<file path="config.mk">
export PLATFORM = sky130hd
export DESIGN_NAME = dlh_top
export DESIGN_NICKNAME = d
export VERILOG_FILES = /design/src/hdl/dlh_pkg.sv /design/src/hdl/dlh_gain_mult.sv /design/src/hdl/dlh_hold_timer.sv /design/src/hdl/dlh_top.sv
export VERILOG_INCLUDE_DIRS = /design/src /design/src/hdl
export SDC_FILE = /design/constraint.sdc
export NUM_CORES = 1
export LEC_CHECK = 0
export BUFFER_PORTS_ARGS = -buffer_cell sky130_fd_sc_hd__buf_2
export CELL_PAD_IN_SITES_DETAIL_PLACEMENT = 1
export CELL_PAD_IN_SITES_GLOBAL_PLACEMENT = 1
export CORE_MARGIN = 1.5
export CORE_UTILIZATION = 40
export CTS_CLUSTER_SIZE = 12
export DETAILED_ROUTE_END_ITERATION = 8
export PLACE_DENSITY_LB_ADDON = 0.15
export SYNTH_ARGS = -nofsm -noshare
export SYNTH_HDL_FRONTEND = slang
export SYNTH_SLANG_ARGS = --single-unit
export TNS_END_PERCENT = 100
</file>
<file path="constraint.sdc">
create_clock -name sys_clk_in -period 5.7 [get_ports sys_clk_in]
set_clock_uncertainty 0.1 [all_clocks]
set_input_delay 0.57 -clock sys_clk_in [delete_from_list [all_inputs] [get_ports sys_clk_in]]
set_output_delay 0.57 -clock sys_clk_in [all_outputs]
set_load 0.005 [all_outputs]
</file>
<file path="src/hdl/dlh_params.svh">
// constants for the dc loop hold and current gain block
`ifndef DLH_PARAMS_SVH
`define DLH_PARAMS_SVH

`define DLH_CMD_CUR_GAIN 8'h2F
`define DLH_CMD_DC_CTRL 8'h30

`define DLH_GAIN_RESET 11'h400
`define DLH_GAIN_SHIFT 10
`define DLH_CTRL_RESET 16'h0000

`define DLH_BIT_FREQ_IDLE 15
`define DLH_BIT_UV_IDLE 14
`define DLH_THR_MSB 13
`define DLH_THR_LSB 7
`define DLH_BIT_PRD_EN 6
`define DLH_BIT_PHASE_EN 5
`define DLH_BIT_FB_EN 4
`define DLH_DUR_MSB 3
`define DLH_DUR_LSB 0

`define DLH_CLK_PERIOD_NS 40
`define DLH_HOLD_LSB_NS 100000
`define DLH_PRD_LSB_NS 80
`define DLH_HOLD_LSB_CYC ((`DLH_HOLD_LSB_NS + `DLH_CLK_PERIOD_NS - 1) / `DLH_CLK_PERIOD_NS)
`define DLH_PRD_LSB_CYC ((`DLH_PRD_LSB_NS + `DLH_CLK_PERIOD_NS - 1) / `DLH_CLK_PERIOD_NS)

`endif

</file>
<file path="src/hdl/dlh_pkg.sv">
// types of the dc loop hold and current gain block
package dlh_pkg;

	typedef struct packed {
		logic freq_phase_add_idle_level;
		logic undervolt_phase_add_idle_level;
		logic [6:0] period_error_threshold;
		logic period_error_hold_enable;
		logic phase_change_hold_enable;
		logic feedback_window_hold_enable;
		logic [3:0] voltage_loop_hold_duration;
	} dlh_ctrl_s;

	typedef struct packed {
		logic freq_over_limit;
		logic feedback_low;
		logic feedback_high;
		logic period_qualify;
	} dlh_cond_s;

	typedef enum logic [0:0] {
		DLH_HOLD_IDLE,
		DLH_HOLD_RUN
	} dlh_hold_e;

endpackage

</file>
<file path="src/hdl/dlh_gain_mult.sv">
// scales the raw current sample by the report gain
`timescale 1ns/1ps
`include "dlh_params.svh"
module dlh_gain_mult
	import dlh_pkg::*;
(
	input wire logic sys_clk_in,
	input wire logic rst_in,
	input wire logic [15:0] raw_in,
	input wire logic raw_valid_in,
	input wire logic [10:0] gain_in,
	output logic [15:0] scaled_out,
	output logic scaled_valid_out
);
	logic [26:0] product;
	logic [16:0] quotient;
	logic [15:0] scaled_d;
	logic [15:0] scaled_q;
	logic valid_d;
	logic valid_q;

	always_comb begin
		product = 27'(raw_in) * 27'(gain_in);
		quotient = product[26:`DLH_GAIN_SHIFT];
		// gains above unity can overflow; clamp rather than wrap the report
		scaled_d = quotient[16] ? 16'hFFFF : quotient[15:0];
		valid_d = raw_valid_in;
		if (!raw_valid_in) begin
			scaled_d = scaled_q;
		end
	end

	always_ff @(posedge sys_clk_in) begin
		if (rst_in) begin
			scaled_q <= 16'h0000;
			valid_q <= 1'b0;
		end else begin
			scaled_q <= scaled_d;
			valid_q <= valid_d;
		end
	end

	assign scaled_out = scaled_q;
	assign scaled_valid_out = valid_q;
endmodule

</file>
<file path="src/hdl/dlh_hold_timer.sv">
// retriggerable hold timer counted in 100 us steps
`timescale 1ns/1ps
`include "dlh_params.svh"
module dlh_hold_timer
	import dlh_pkg::*;
(
	input wire logic sys_clk_in,
	input wire logic rst_in,
	input wire logic trigger_in,
	input wire logic [3:0] duration_in,
	output logic active_out
);
	localparam logic [11:0] STEP_LAST = 12'(`DLH_HOLD_LSB_CYC - 1);

	dlh_hold_e state_d;
	dlh_hold_e state_q;
	logic [11:0] step_d;
	logic [11:0] step_q;
	logic [3:0] left_d;
	logic [3:0] left_q;

	always_comb begin
		state_d = state_q;
		step_d = step_q;
		left_d = left_q;
		case (state_q)
			DLH_HOLD_IDLE: begin
				step_d = STEP_LAST;
				left_d = 4'h0;
			end
			DLH_HOLD_RUN: begin
				if (step_q == 12'h000) begin
					step_d = STEP_LAST;
					left_d = left_q - 4'h1;
					if (left_q == 4'h1) begin
						state_d = DLH_HOLD_IDLE;
					end
				end else begin
					step_d = step_q - 12'h001;
				end
			end
			default: begin
				state_d = DLH_HOLD_IDLE;
			end
		endcase
		// a fresh trigger restarts the full hold; zero duration means no hold
		if (trigger_in && (duration_in != 4'h0)) begin
			state_d = DLH_HOLD_RUN;
			step_d = STEP_LAST;
			left_d = duration_in;
		end
	end

	always_ff @(posedge sys_clk_in) begin
		if (rst_in) begin
			state_q <= DLH_HOLD_IDLE;
			step_q <= 12'h000;
			left_q <= 4'h0;
		end else begin
			state_q <= state_d;
			step_q <= step_d;
			left_q <= left_d;
		end
	end

	assign active_out = (state_q == DLH_HOLD_RUN);
endmodule

</file>
<file path="src/hdl/dlh_top.sv">
// dc loop hold control and output current gain register bank
`timescale 1ns/1ps
`include "dlh_params.svh"
module dlh_top
	import dlh_pkg::*;
(
	input wire logic sys_clk_in,
	input wire logic rst_in,
	input wire logic cmd_wr_in,
	input wire logic cmd_rd_in,
	input wire logic [7:0] cmd_code_in,
	input wire logic [15:0] cmd_wdata_in,
	output logic [15:0] cmd_rdata_out,
	output logic cmd_rvalid_out,
	output logic cmd_nack_out,
	input wire logic [15:0] raw_current_in,
	input wire logic raw_current_valid_in,
	output logic [15:0] output_current_sense_out,
	output logic output_current_sense_valid_out,
	input wire logic auto_phase_shed_in,
	input wire logic freq_over_limit_in,
	input wire logic feedback_low_in,
	input wire logic feedback_high_in,
	input wire logic [15:0] period_measured_in,
	input wire logic [15:0] period_config_in,
	input wire logic pwm_limit_qualify_in,
	input wire logic [2:0] phase_count_in,
	output logic full_phase_ccm_out,
	output logic idle_pwm_high_out,
	output logic period_error_out,
	output logic cb_loop_hold_out,
	output logic dc_loop_hold_out,
	output logic dc_integrator_freeze_out,
	output logic [15:0] gain_reg_out,
	output logic [15:0] ctrl_reg_out
);
	function automatic logic cmd_mapped(input logic [7:0] code);
		cmd_mapped = (code == `DLH_CMD_CUR_GAIN) || (code == `DLH_CMD_DC_CTRL);
	endfunction

	// register bank
	logic [10:0] gain_d;
	logic [10:0] gain_q;
	dlh_ctrl_s ctrl_d;
	dlh_ctrl_s ctrl_q;
	logic [15:0] rdata_d;
	logic [15:0] rdata_q;
	logic rvalid_d;
	logic rvalid_q;
	logic nack_d;
	logic nack_q;

	always_comb begin
		gain_d = gain_q;
		ctrl_d = ctrl_q;
		rdata_d = rdata_q;
		rvalid_d = 1'b0;
		nack_d = 1'b0;
		if (cmd_wr_in) begin
			if (cmd_code_in == `DLH_CMD_CUR_GAIN) begin
				gain_d = cmd_wdata_in[10:0];
			end
			if (cmd_code_in == `DLH_CMD_DC_CTRL) begin
				ctrl_d = dlh_ctrl_s'(cmd_wdata_in);
			end
			nack_d = !cmd_mapped(cmd_code_in);
		end
		if (cmd_rd_in) begin
			rvalid_d = cmd_mapped(cmd_code_in);
			nack_d = !cmd_mapped(cmd_code_in);
			case (cmd_code_in)
				`DLH_CMD_CUR_GAIN: begin
					rdata_d = {5'h00, gain_q};
				end
				`DLH_CMD_DC_CTRL: begin
					rdata_d = 16'(ctrl_q);
				end
				default: begin
					rdata_d = 16'h0000;
				end
			endcase
		end
	end

	always_ff @(posedge sys_clk_in) begin
		if (rst_in) begin
			gain_q <= `DLH_GAIN_RESET;
			ctrl_q <= dlh_ctrl_s'(`DLH_CTRL_RESET);
			rdata_q <= 16'h0000;
			rvalid_q <= 1'b0;
			nack_q <= 1'b0;
		end else begin
			gain_q <= gain_d;
			ctrl_q <= ctrl_d;
			rdata_q <= rdata_d;
			rvalid_q <= rvalid_d;
			nack_q <= nack_d;
		end
	end

	// current report path
	dlh_gain_mult u_gain (
		.sys_clk_in(sys_clk_in),
		.rst_in(rst_in),
		.raw_in(raw_current_in),
		.raw_valid_in(raw_current_valid_in),
		.gain_in(gain_q),
		.scaled_out(output_current_sense_out),
		.scaled_valid_out(output_current_sense_valid_out)
	);

	// phase add on load step
	logic ccm_d;
	logic ccm_q;
	logic idle_high_d;
	logic idle_high_q;

	always_comb begin
		ccm_d = 1'b0;
		idle_high_d = idle_high_q;
		if (auto_phase_shed_in) begin
			// frequency cause wins when both arrive together
			if (freq_over_limit_in) begin
				ccm_d = 1'b1;
				idle_high_d = ctrl_q.freq_phase_add_idle_level;
			end else if (feedback_low_in) begin
				ccm_d = 1'b1;
				idle_high_d = ctrl_q.undervolt_phase_add_idle_level;
			end
		end
	end

	always_ff @(posedge sys_clk_in) begin
		if (rst_in) begin
			ccm_q <= 1'b0;
			idle_high_q <= 1'b0;
		end else begin
			ccm_q <= ccm_d;
			idle_high_q <= idle_high_d;
		end
	end

	// period error and hold triggers
	logic [15:0] period_dev;
	logic [15:0] thr_cycles;
	logic perr_d;
	logic perr_q;
	logic [2:0] phase_d;
	logic [2:0] phase_q;
	logic phase_seen_d;
	logic phase_seen_q;
	logic dc_trigger;

	always_comb begin
		if (period_measured_in >= period_config_in) begin
			period_dev = period_measured_in - period_config_in;
		end else begin
			period_dev = period_config_in - period_measured_in;
		end
		thr_cycles = 16'(ctrl_q.period_error_threshold) * 16'(`DLH_PRD_LSB_CYC);
		perr_d = (period_dev > thr_cycles);
		phase_d = phase_count_in;
		phase_seen_d = 1'b1;
	end

	always_ff @(posedge sys_clk_in) begin
		if (rst_in) begin
			perr_q <= 1'b0;
			phase_q <= 3'h0;
			phase_seen_q <= 1'b0;
		end else begin
			perr_q <= perr_d;
			phase_q <= phase_d;
			phase_seen_q <= phase_seen_d;
		end
	end

	// first sample after reset only primes the phase compare
	assign dc_trigger =
		(ctrl_q.period_error_hold_enable && perr_q && pwm_limit_qualify_in) ||
		(ctrl_q.phase_change_hold_enable && phase_seen_q && (phase_q != phase_count_in)) ||
		(ctrl_q.feedback_window_hold_enable && (feedback_low_in || feedback_high_in));

	logic hold_active;

	dlh_hold_timer u_hold (
		.sys_clk_in(sys_clk_in),
		.rst_in(rst_in),
		.trigger_in(dc_trigger),
		.duration_in(ctrl_q.voltage_loop_hold_duration),
		.active_out(hold_active)
	);

	logic cb_hold_d;
	logic cb_hold_q;
	logic dc_hold_d;
	logic dc_hold_q;

	always_comb begin
		cb_hold_d = perr_q;
		// the period hold is immediate; the timed hold covers the rest
		dc_hold_d = hold_active || (perr_q && ctrl_q.period_error_hold_enable
			&& pwm_limit_qualify_in);
	end

	always_ff @(posedge sys_clk_in) begin
		if (rst_in) begin
			cb_hold_q <= 1'b0;
			dc_hold_q <= 1'b0;
		end else begin
			cb_hold_q <= cb_hold_d;
			dc_hold_q <= dc_hold_d;
		end
	end

	assign cmd_rdata_out = rdata_q;
	assign cmd_rvalid_out = rvalid_q;
	assign cmd_nack_out = nack_q;
	assign full_phase_ccm_out = ccm_q;
	assign idle_pwm_high_out = idle_high_q;
	assign period_error_out = perr_q;
	assign cb_loop_hold_out = cb_hold_q;
	assign dc_loop_hold_out = dc_hold_q;
	assign dc_integrator_freeze_out = dc_hold_q;
	assign gain_reg_out = {5'h00, gain_q};
	assign ctrl_reg_out = 16'(ctrl_q);
endmodule

</file>
=== Word level (Yosys, flattened, before mapping) ===
Cells that the tools add are included.

* Logic and storage cells: 80
* Register bits: 88
* Output and inout port bits: 73
* Input port bits: 85

* Add/subtract/negate cells: 4
* Magnitude comparators: 2
* Multiplexer cells: 20
* $mul: 1
* Bitwise logic cells: 3
* Eq/ne operators: 5
* Reductions and logical operators: 21

{| class="wikitable"
|+ Operators by type and width
! operator !! count
|-
| $mux 16 || 2
|-
| $pmux 16 s2 || 1
|-
| $sub 16x16->16 || 2
|-
| $mul 16x11->27 || 1
|-
| $mux 12 || 2
|-
| $pmux 12 s2 || 1
|-
| $eq 8x6->1 const B || 2
|-
| $ge 16x16->1 || 1
|-
| $gt 16x8->1 || 1
|-
| $logic_not 12->1 || 1
|-
| $sub 12x1->12 const B || 1
|-
| $mux 1 || 11
|-
| $mux 4 || 2
|-
| $pmux 4 s2 || 1
|-
| $logic_and 1x1->1 || 6
|-
| $reduce_and 2->1 || 3
|-
| $reduce_or 2->1 || 3
|-
| $logic_or 1x1->1 || 5
|-
| $eq 4x1->1 const B || 1
|-
| $reduce_bool 4->1 || 1
|-
| $sub 4x1->4 const B || 1
|-
| $ne 3x3->1 || 1
|-
| $ne 3x3->1 const B || 1
|-
| $not 1->1 || 3
|-
| 2 further kinds || 2
|}

=== Logic depth before layout (Yosys ltp) ===
Gate-level depths: netlist (run 1).

* Word-level depth: 6
* Gate-level depth with buffers: 23
* Gate-level depth less buffers: 21

=== Modules after synthesis ===
From an unflattened synthesis (run 1), not the netlist that was laid out.

* Cell total of the unflattened synthesis: 1279
* Area, all modules: 10849.2 um2

{| class="wikitable"
|+ Modules (own cells, without submodules)
! module !! area an instance (um2) !! instances !! seq. area each (um2) !! cells each
|-
| dlh_gain_mult || 5994.5 || 1 || 340.3 || 679
|-
| dlh_top || 3943.8 || 1 || 1081.0 || 500
|-
| dlh_hold_timer || 910.9 || 1 || 340.3 || 100
|}

=== Worst setup path after synthesis (run 1) ===
No wires, ideal clock.

* Kind: reg2reg
* Start: register gain_q[4]
* End: register u_gain.scaled_q[10], in the netlist u_gain.scaled_out[10]
* Arrival: 5852 ps
* Data required time: 5460 ps
* Setup slack: -393 ps
* Setup time: 140 ps
* Path buffers: 3
* Clock period less this slack: 6093 ps
* Cell stages (with the launch flop): 23
* Cells stage by stage: dfxtp_1 -> clkbuf_1 -> clkbuf_1 -> nand2_1 -> fa_1 -> fa_1 -> inv_1 -> fa_1 -> fa_1 -> inv_1 -> fa_1 -> inv_1 -> ha_1 -> a21oi_1 -> o21bai_1 -> a21oi_1 -> o21ai_2 -> a2111oi_4 -> o31ai_2 -> or4_4 -> nand4_4 -> buf_12 -> a211oi_2

* Word-level cells in the longest chain between the ends: 2

{| class="wikitable"
|+ Ends and longest elaborated chain
! what !! RTL line !! RTL
|-
| from (decl) || dlh_top.sv:43 || <nowiki>logic [10:0] gain_q;</nowiki>
|-
| from (signal assigned) || dlh_top.sv:87 || <nowiki>gain_q <= `DLH_GAIN_RESET;</nowiki>
|-
| from (signal assigned) || dlh_top.sv:93 || <nowiki>gain_q <= gain_d;</nowiki>
|-
| $mul 16x11->27 || dlh_gain_mult.sv:23 || <nowiki>product = 27'(raw_in) * 27'(gain_in);</nowiki>
|-
| $mux 16 || dlh_gain_mult.sv:26 || <nowiki>scaled_d = quotient[16] ? 16'hFFFF : quotient[15:0];</nowiki>
|-
| to (signal assigned) || dlh_gain_mult.sv:38 || <nowiki>scaled_q <= scaled_d;</nowiki>
|-
| to (decl) || dlh_gain_mult.sv:18 || <nowiki>logic [15:0] scaled_q;</nowiki>
|}

Every way passes these cells.
A chain may end at the register's enable or synchronous reset.

=== Final worst setup path (run 1) ===
* Start: input raw_current_in[9]
* End: register u_gain.scaled_q[11], in the netlist u_gain.scaled_out[11]

* Word-level cells in the longest chain between the ends: 2

{| class="wikitable"
|+ Ends and longest elaborated chain
! what !! RTL line !! RTL
|-
| from (decl) || dlh_top.sv:16 || <nowiki>input wire logic [15:0] raw_current_in,</nowiki>
|-
| $mul 16x11->27 || dlh_gain_mult.sv:23 ||
|-
| $mux 16 || dlh_gain_mult.sv:26 ||
|}

Every way passes these cells.

==> results of run 1 <==
logic make-up after synthesis:
logic type	Yosys count	share of synthesized area, %
compound gates	215	14.0
xor+xnor	46	3.83
fa+ha+maj	229	36.2
buf+inv	271	10.1
flops	88	16.7
mux	5	0.476
other cells	1	0.0356
simple gates	402	18.6
layer usage:
metal | routed length, um | up-vias | GRT usage, % | part of all wire [%]
met5 | 11 | - | 0 | 0.035
met3 | 1260 | 30 | 3.80 | 4.1
met1 | 12800 | 4598 | 27.9 | 41
li1 | - | 4391 | - | -
met4 | 442 | 2 | 5.12 | 1.4
met2 | 16500 | 152 | 44.8 | 53
power by group:
part | switching [mW] | total [mW] | internal, mW
sequential | 0.0100 | 0.640 | 0.630
clock | 0.279 | 0.628 | 0.349
combinational | 0.242 | 0.428 | 0.186
critical path, cell delays in order:
cell       delay (ns)
buf_2            0.15
buf_4            0.17
and2_1           0.18
fa_1             0.56
fa_1             0.47
fa_1             0.54
fa_1             0.55
inv_1            0.06
fa_1             0.54
inv_1            0.05
ha_1             0.30
and3_4           0.19
nand2_1          0.07
nor2_1           0.06
a2111oi_4        0.37
o31ai_2          0.12
buf_4            0.14
nand4_1          0.20
nand4_4          0.22
a311oi_2         0.31
layout make-up:
cell class	instances	share of cell area [%]
flip-flops and latches	88	14.2
clock buffers	9	1.79
diodes	2	0.0397
well taps	335	3.33
repair buffers	241	11.8
clock inverters	7	0.675
multi-input cells	903	62.2
inverters	201	5.99
repair_timing:
item,4_1_cts,5_1_grt
resized for setup,13,22
buffers inserted,0,4
pin swaps,1,24
endpoints found under the setup margin,16,16
cloned,1,0
how the worst max path moves through the flow:
stage,from,end,cells past startpoint
CTS,gain_q[7],u_gain.scaled_out[11],20
global placement,raw_current_in[4],u_gain.scaled_out[11],20
global route,gain_q[5],u_gain.scaled_out[11],22
finish,raw_current_in[9],u_gain.scaled_out[11],20
floorplan,raw_current_in[4],u_gain.scaled_out[10],21
detailed placement,raw_current_in[4],u_gain.scaled_out[11],20
synthesized netlist by cell type (5+ instances only):
cell type,instances
dfxtp_1,88
xor2_1,18
nor2b_1,12
a21oi_1,80
and2_1,81
ha_1,103
o21ai_0,23
o21bai_1,7
o211ai_1,5
nor2_1,60
nand4_1,8
nand2_1,168
buf_4,6
nand2b_1,13
inv_1,201
fa_1,126
a211oi_1,21
and3_1,6
and2_2,6
nand3_1,22
a211oi_2,10
mux2i_1,5
xnor2_1,28
clkbuf_1,61
o21a_1,5
nor3_1,8
a21o_1,13
a22oi_1,11
sequential cells by signal, summed over array words and instances (netlist names), 3 cells and up:
register and count:
ctrl_reg_out 16, u_gain.scaled_out 16, cmd_rdata_out 16, gain_q 11
u_hold.step_q 12, phase_q 3, u_hold.left_q 4
per-stage QoR:
step | instances | setup slack [ns]
after floorplan | 1261 | 0.00615
final | 1786 | 0.0117
after detailed placement | 1763 | -0.432
after global placement | 1763 | -0.337
after global routing | 1784 | -0.277
after CTS | 1780 | -0.00294
==> metrics.cfg, run 1 <==
[final_layout]
layout_commonest_cell=inv_1
stdcell_area_mm2=0.0126
layout_common_cells=inv_1 (194), nand2_1 (168), buf_2 (152), fa_1 (124), ha_1 (98)
nets=1758
regArea_mm2=0.00179
area.growth.synth_to_final_pct=19.7
multiInputGateArea_mm2=0.00783
fin_util_pct=48.6
fillers=3158
drive_gt1_share_pct=21.9

[grt]
grt_use_total_pct=23.7
grt_pass1_wl_um=50400
antenna_found_initial=3
gr-total-overflow=0
grt_pass1_vias=9930
grt_start_max_net_pins=81

[timing]
fmaxAchievable_mhz=176
drv_slew=0
setup-violations-final=0
finalWorstPathRequiredPeriod_ns=5.69
tns_ns=0
post-route-period-util_pct=99.8
max_slew_margin_pct=36.2
worstMarginPinSlew_ns=0.957
hold_viol=0
whs_ns=0.323
rsz0062_at_grt=yes

[detailed_routing]
viasPerCell=5.14
drt_wl_total_um=31100
num_vias=9173
dr.pass1.iters=4
drt_iter0_drc=332
avgRoutedWirePerCell_um=17.4
ant_nets=0
drc=0

[synthesis]
synth.avg_cell_area_um2=8.37
ys.flop_type=dfxtp_1
synthDistinctLibCells=69
synth_seq_area_share_pct=16.7
synth_cells=1257
synth_edf_count=0
synth-seq-cells=88
async_flop_share_pct=0
synth_top_area_share_pct=24.0
synth_warnings=0
yosysTopAreaCell=fa_1
synthTopCellsByArea=fa_1 (24%), dfxtp_1 (17%), ha_1 (12%)
syn_area_mm2=0.0105

[power]
power_mw=1.70
irDropWorstVdd_uv=141
power_density_mw_per_mm2=135
p_leak_nw=6.09

[floorplanning]
ios=158
dieArea_mm2=0.0273
start_util_pct=40.6
coreArea_mm2=0.0259
rows=59
die_x_um=165
die_y_um=165

[setup_path]
cp_data_arrival_time_ns=5.84
cp.required_ns=5.86
crit_path_start_kind=input pin
rrSetupSlack_ns=0.02
criticalPathCategory=in2reg
r2r_end=u_gain.scaled_out[11]
r2r_cells=22
critPathMaxFanout=8
crit_path_end_kind=register
reg2reg_from=gain_q[5]

[clock_network]
cts_sinks=88
cts_hold_buf=0
cts_buffer_depth=2
htreeDepth=3
tritoncts=built
root_buffer=clkbuf_16
clk_pin_slew_worst_paths_ns=0.07
numCtsBuffers=9
clock_latency_ns=0.35

[min_path]
whs_endpoint=idle_pwm_high_out
holdCritStartpoint=auto_phase_shed_in
worst_hold_path.num_cells=2
hold_class=in2reg

[flow_run]
cap_violations=0

[placement]
port_buffers=152
gp_congestion=0.833
placed_cell_area_mm2=0.0121
hpwl_um=25800

[outcome]
outcome=finished, final reports clean

No activity file was read; power rests on OpenSTA's default activity.
==> run 2: changes to the inputs <==
CELL_PAD_IN_SITES_DETAIL_PLACEMENT = default   (was 1)
CELL_PAD_IN_SITES_GLOBAL_PLACEMENT = default   (was 1)
CORE_UTILIZATION = 54   (was 40)
==> run 2 against run 1 <==
  * Worst hold slack better by 0.0080 ns
  * Total power is 0.54% lower
  * Clock-buffer cell count up 1
  * Largest power group unchanged
  * Routed wire length fell by 12%
  * Clock power fell by 1%
==> metrics.cfg, run 2 (same netlist as run 1, synthesis figures left out) <==
[outcome]
outcome=finished, final reports clean

[grt]
grt_start_max_net_pins=54  ; -33%
grt_pass1_vias=9081  ; -8.5%
top_usage_layer=met2
grt_use_met1_pct=36.6  ; +8.7 points
gr-total-overflow=0  ; unchanged
grt_use_total_pct=27.3  ; +3.6 points
met3_usage_pct=4.48  ; +0.68 points
use_met2_pct=45.2  ; +0.42 points
grt_pass1_wl_um=44200  ; -12%
antenna_found_initial=1  ; -2

[floorplanning]
start_util_pct=55.7  ; +15 points
die_y_um=143  ; -14%
ios=158  ; unchanged
rows=50  ; -15%
coreArea_mm2=0.0189  ; -27%
dieArea_mm2=0.0203  ; -25%
die_x_um=143  ; -14%

[power]
p_leak_nw=6.12  ; +0.49%
power_density_mw_per_mm2=134  ; -0.49%
p_int_mw=1.20  ; +3.0%
power_frac_clock_pct=36.8  ; -0.2 points
netSwitchingFraction_pct=28.8  ; -2.5 points
power_switching_mw=0.487  ; -8.4%
pwr-share-seq_pct=38.1  ; +0.4 points
power_mw=1.69  ; -0.54%
p_comb_share_pct=25.1  ; about the same
irDropWorstVdd_uv=156  ; +11%

[detailed_routing]
viasPerCell=5.35  ; +4.1%
drt_wl_total_um=27200  ; -12%
drc=0  ; unchanged
drt_iter0_drc=390  ; +17%
dr.pass1.iters=4  ; unchanged
num_vias=9161  ; -0.13%
avgRoutedWirePerCell_um=15.9  ; -8.7%
ant_nets=0  ; unchanged

[clock_network]
htreeDepth=3  ; unchanged
cts_buffer_depth=2  ; unchanged
clock_latency_ns=0.34  ; about the same
cts_sinks=88  ; unchanged
tritoncts=built
numCtsBuffers=9  ; unchanged
clk_pin_slew_worst_paths_ns=0.06  ; about the same
cts_hold_buf=0  ; unchanged
root_buffer=clkbuf_16

[timing]
max_slew_margin_pct=29.9  ; -6.3 points
drv_slew=0  ; unchanged
tns_ns=0  ; unchanged
worstMarginPinSlew_ns=1.05  ; +0.0890 ns
whs_ns=0.331  ; +0.00796 ns
post-route-period-util_pct=99.3  ; -0.52 points
finalWorstPathRequiredPeriod_ns=5.66  ; -0.0297 ns
hold_viol=0  ; unchanged
rsz0062_at_grt=yes
fmaxAchievable_mhz=177  ; +0.53%
setup-violations-final=0  ; unchanged

[setup_path]
r2r_cells=18  ; -18%
r2r_end=u_gain.scaled_out[10]
rrSetupSlack_ns=0.04  ; +0.02 ns
reg2reg_from=gain_q[9]
criticalPathCategory=reg2reg
crit_path_start_kind=register
critPathMaxFanout=10  ; +2
cp_data_arrival_time_ns=5.75  ; -0.09 ns
cp.required_ns=5.79  ; -0.07 ns
crit_path_end_kind=register

[min_path]
holdCritStartpoint=auto_phase_shed_in
whs_endpoint=idle_pwm_high_out
hold_class=in2reg
worst_hold_path.num_cells=2  ; unchanged

[final_layout]
diodes=0  ; -2
nets=1763  ; +0.28%
area.growth.synth_to_final_pct=19.7  ; about the same
layout_common_cells=inv_1 (193), nand2_1 (167), buf_2 (150), fa_1 (122), ha_1 (96)
drive_gt1_share_pct=22.7  ; +0.77 points
fillers=1652  ; -48%
layout_commonest_cell=inv_1
fin_util_pct=66.6  ; +18 points

[flow_run]
cap_violations=0  ; unchanged

[placement]
hpwl_um=21500  ; -17%
gp_congestion=0.932  ; +12%
port_buffers=152  ; unchanged

==> run 2: changes by cell type in the layout (fill, tap and decap cells not counted), sizes merged <==
cell,previous run,this run
bufinv,1,2
diode,2,0
inv,205,202
clkinvlp,2,1
clkbuf,9,12
buf,241,244
clkinv,0,1
==> run 2: through the flow <==
step           worst slack [ns]  std cells  instance area, um2
2_1_floorplan           0.00615       1261               10600
3_3_place_gp             -0.328       1685               12000
3_5_place_dp             -0.351       1685               12000
4_1_cts                  0.0261       1701               12400
5_1_grt                  -0.126       1713               12600
6_report                 0.0414       1713               12600
==> run 2: how the worst max path moves through the flow <==
stage	start	slack (ns)	to
floorplan	raw_current_in[4]	0.006	u_gain.scaled_out[10]
global placement	raw_current_in[7]	-0.33	u_gain.scaled_out[11]
detailed placement	raw_current_in[7]	-0.35	u_gain.scaled_out[11]
CTS	gain_q[5]	0.03	u_gain.scaled_out[15]
global route	gain_q[2]	-0.13	u_gain.scaled_out[10]
finish	gain_q[9]	0.04	u_gain.scaled_out[10]
==> run 2: layout make-up <==
cell class / instances / area, um2 / area share [%]
Multi-Input combinational cell: 903 / 7870 / 62.5
Sequential cell: 88 / 1790 / 14.2
Timing Repair Buffer: 246 / 1540 / 12.2
Inverter: 201 / 754 / 5.99
Tap cell: 260 / 325 / 2.58
Clock buffer: 10 / 229 / 1.82
Clock inverter: 5 / 81.3 / 0.646
==> run 2: repair_timing <==
item,in CTS,in global routing
gates cloned,1,0
gates resized for setup,9,43
pin swaps,0,40
setup endpoints to repair,16,16
setup buffers,0,12
==> run 2: power groups by stage <==
| stage | Combinational (mW) | Clock, mW | Sequential (mW) |
|---|---|---|---|
| 3_3_place_gp | 0.406 | 0 | 0.659 |
| 5_1_grt | 0.472 | 0.654 | 0.644 |
| 3_5_place_dp | 0.411 | 0 | 0.659 |
| 6_report | 0.424 | 0.621 | 0.643 |
| 4_1_cts | 0.417 | 0.629 | 0.645 |
| 2_1_floorplan | 0.280 | 0 | 0.657 |
==> run 2: critical path, cell delays in order, from the launching register on <==
cell and delay [ns]:
dfxtp_2 0.48, and2_1 0.20, fa_1 0.45, fa_1 0.50, fa_1 0.51, fa_1 0.54, inv_1 0.05, fa_1 0.52
inv_2 0.06, ha_4 0.24, a21oi_2 0.11, o21bai_1 0.09, a21oi_2 0.18, o21ai_2 0.09, a2111oi_4 0.45, o31ai_2 0.14
or4_4 0.54, nand4_4 0.18, a211oi_2 0.10
==> run 2: per-layer routing <==
metal  vias up  wire (um)
li1       4402          -
met1      4441      12000
met2       278      13000
met3        38       1650
met4         2        511
met5         -         16
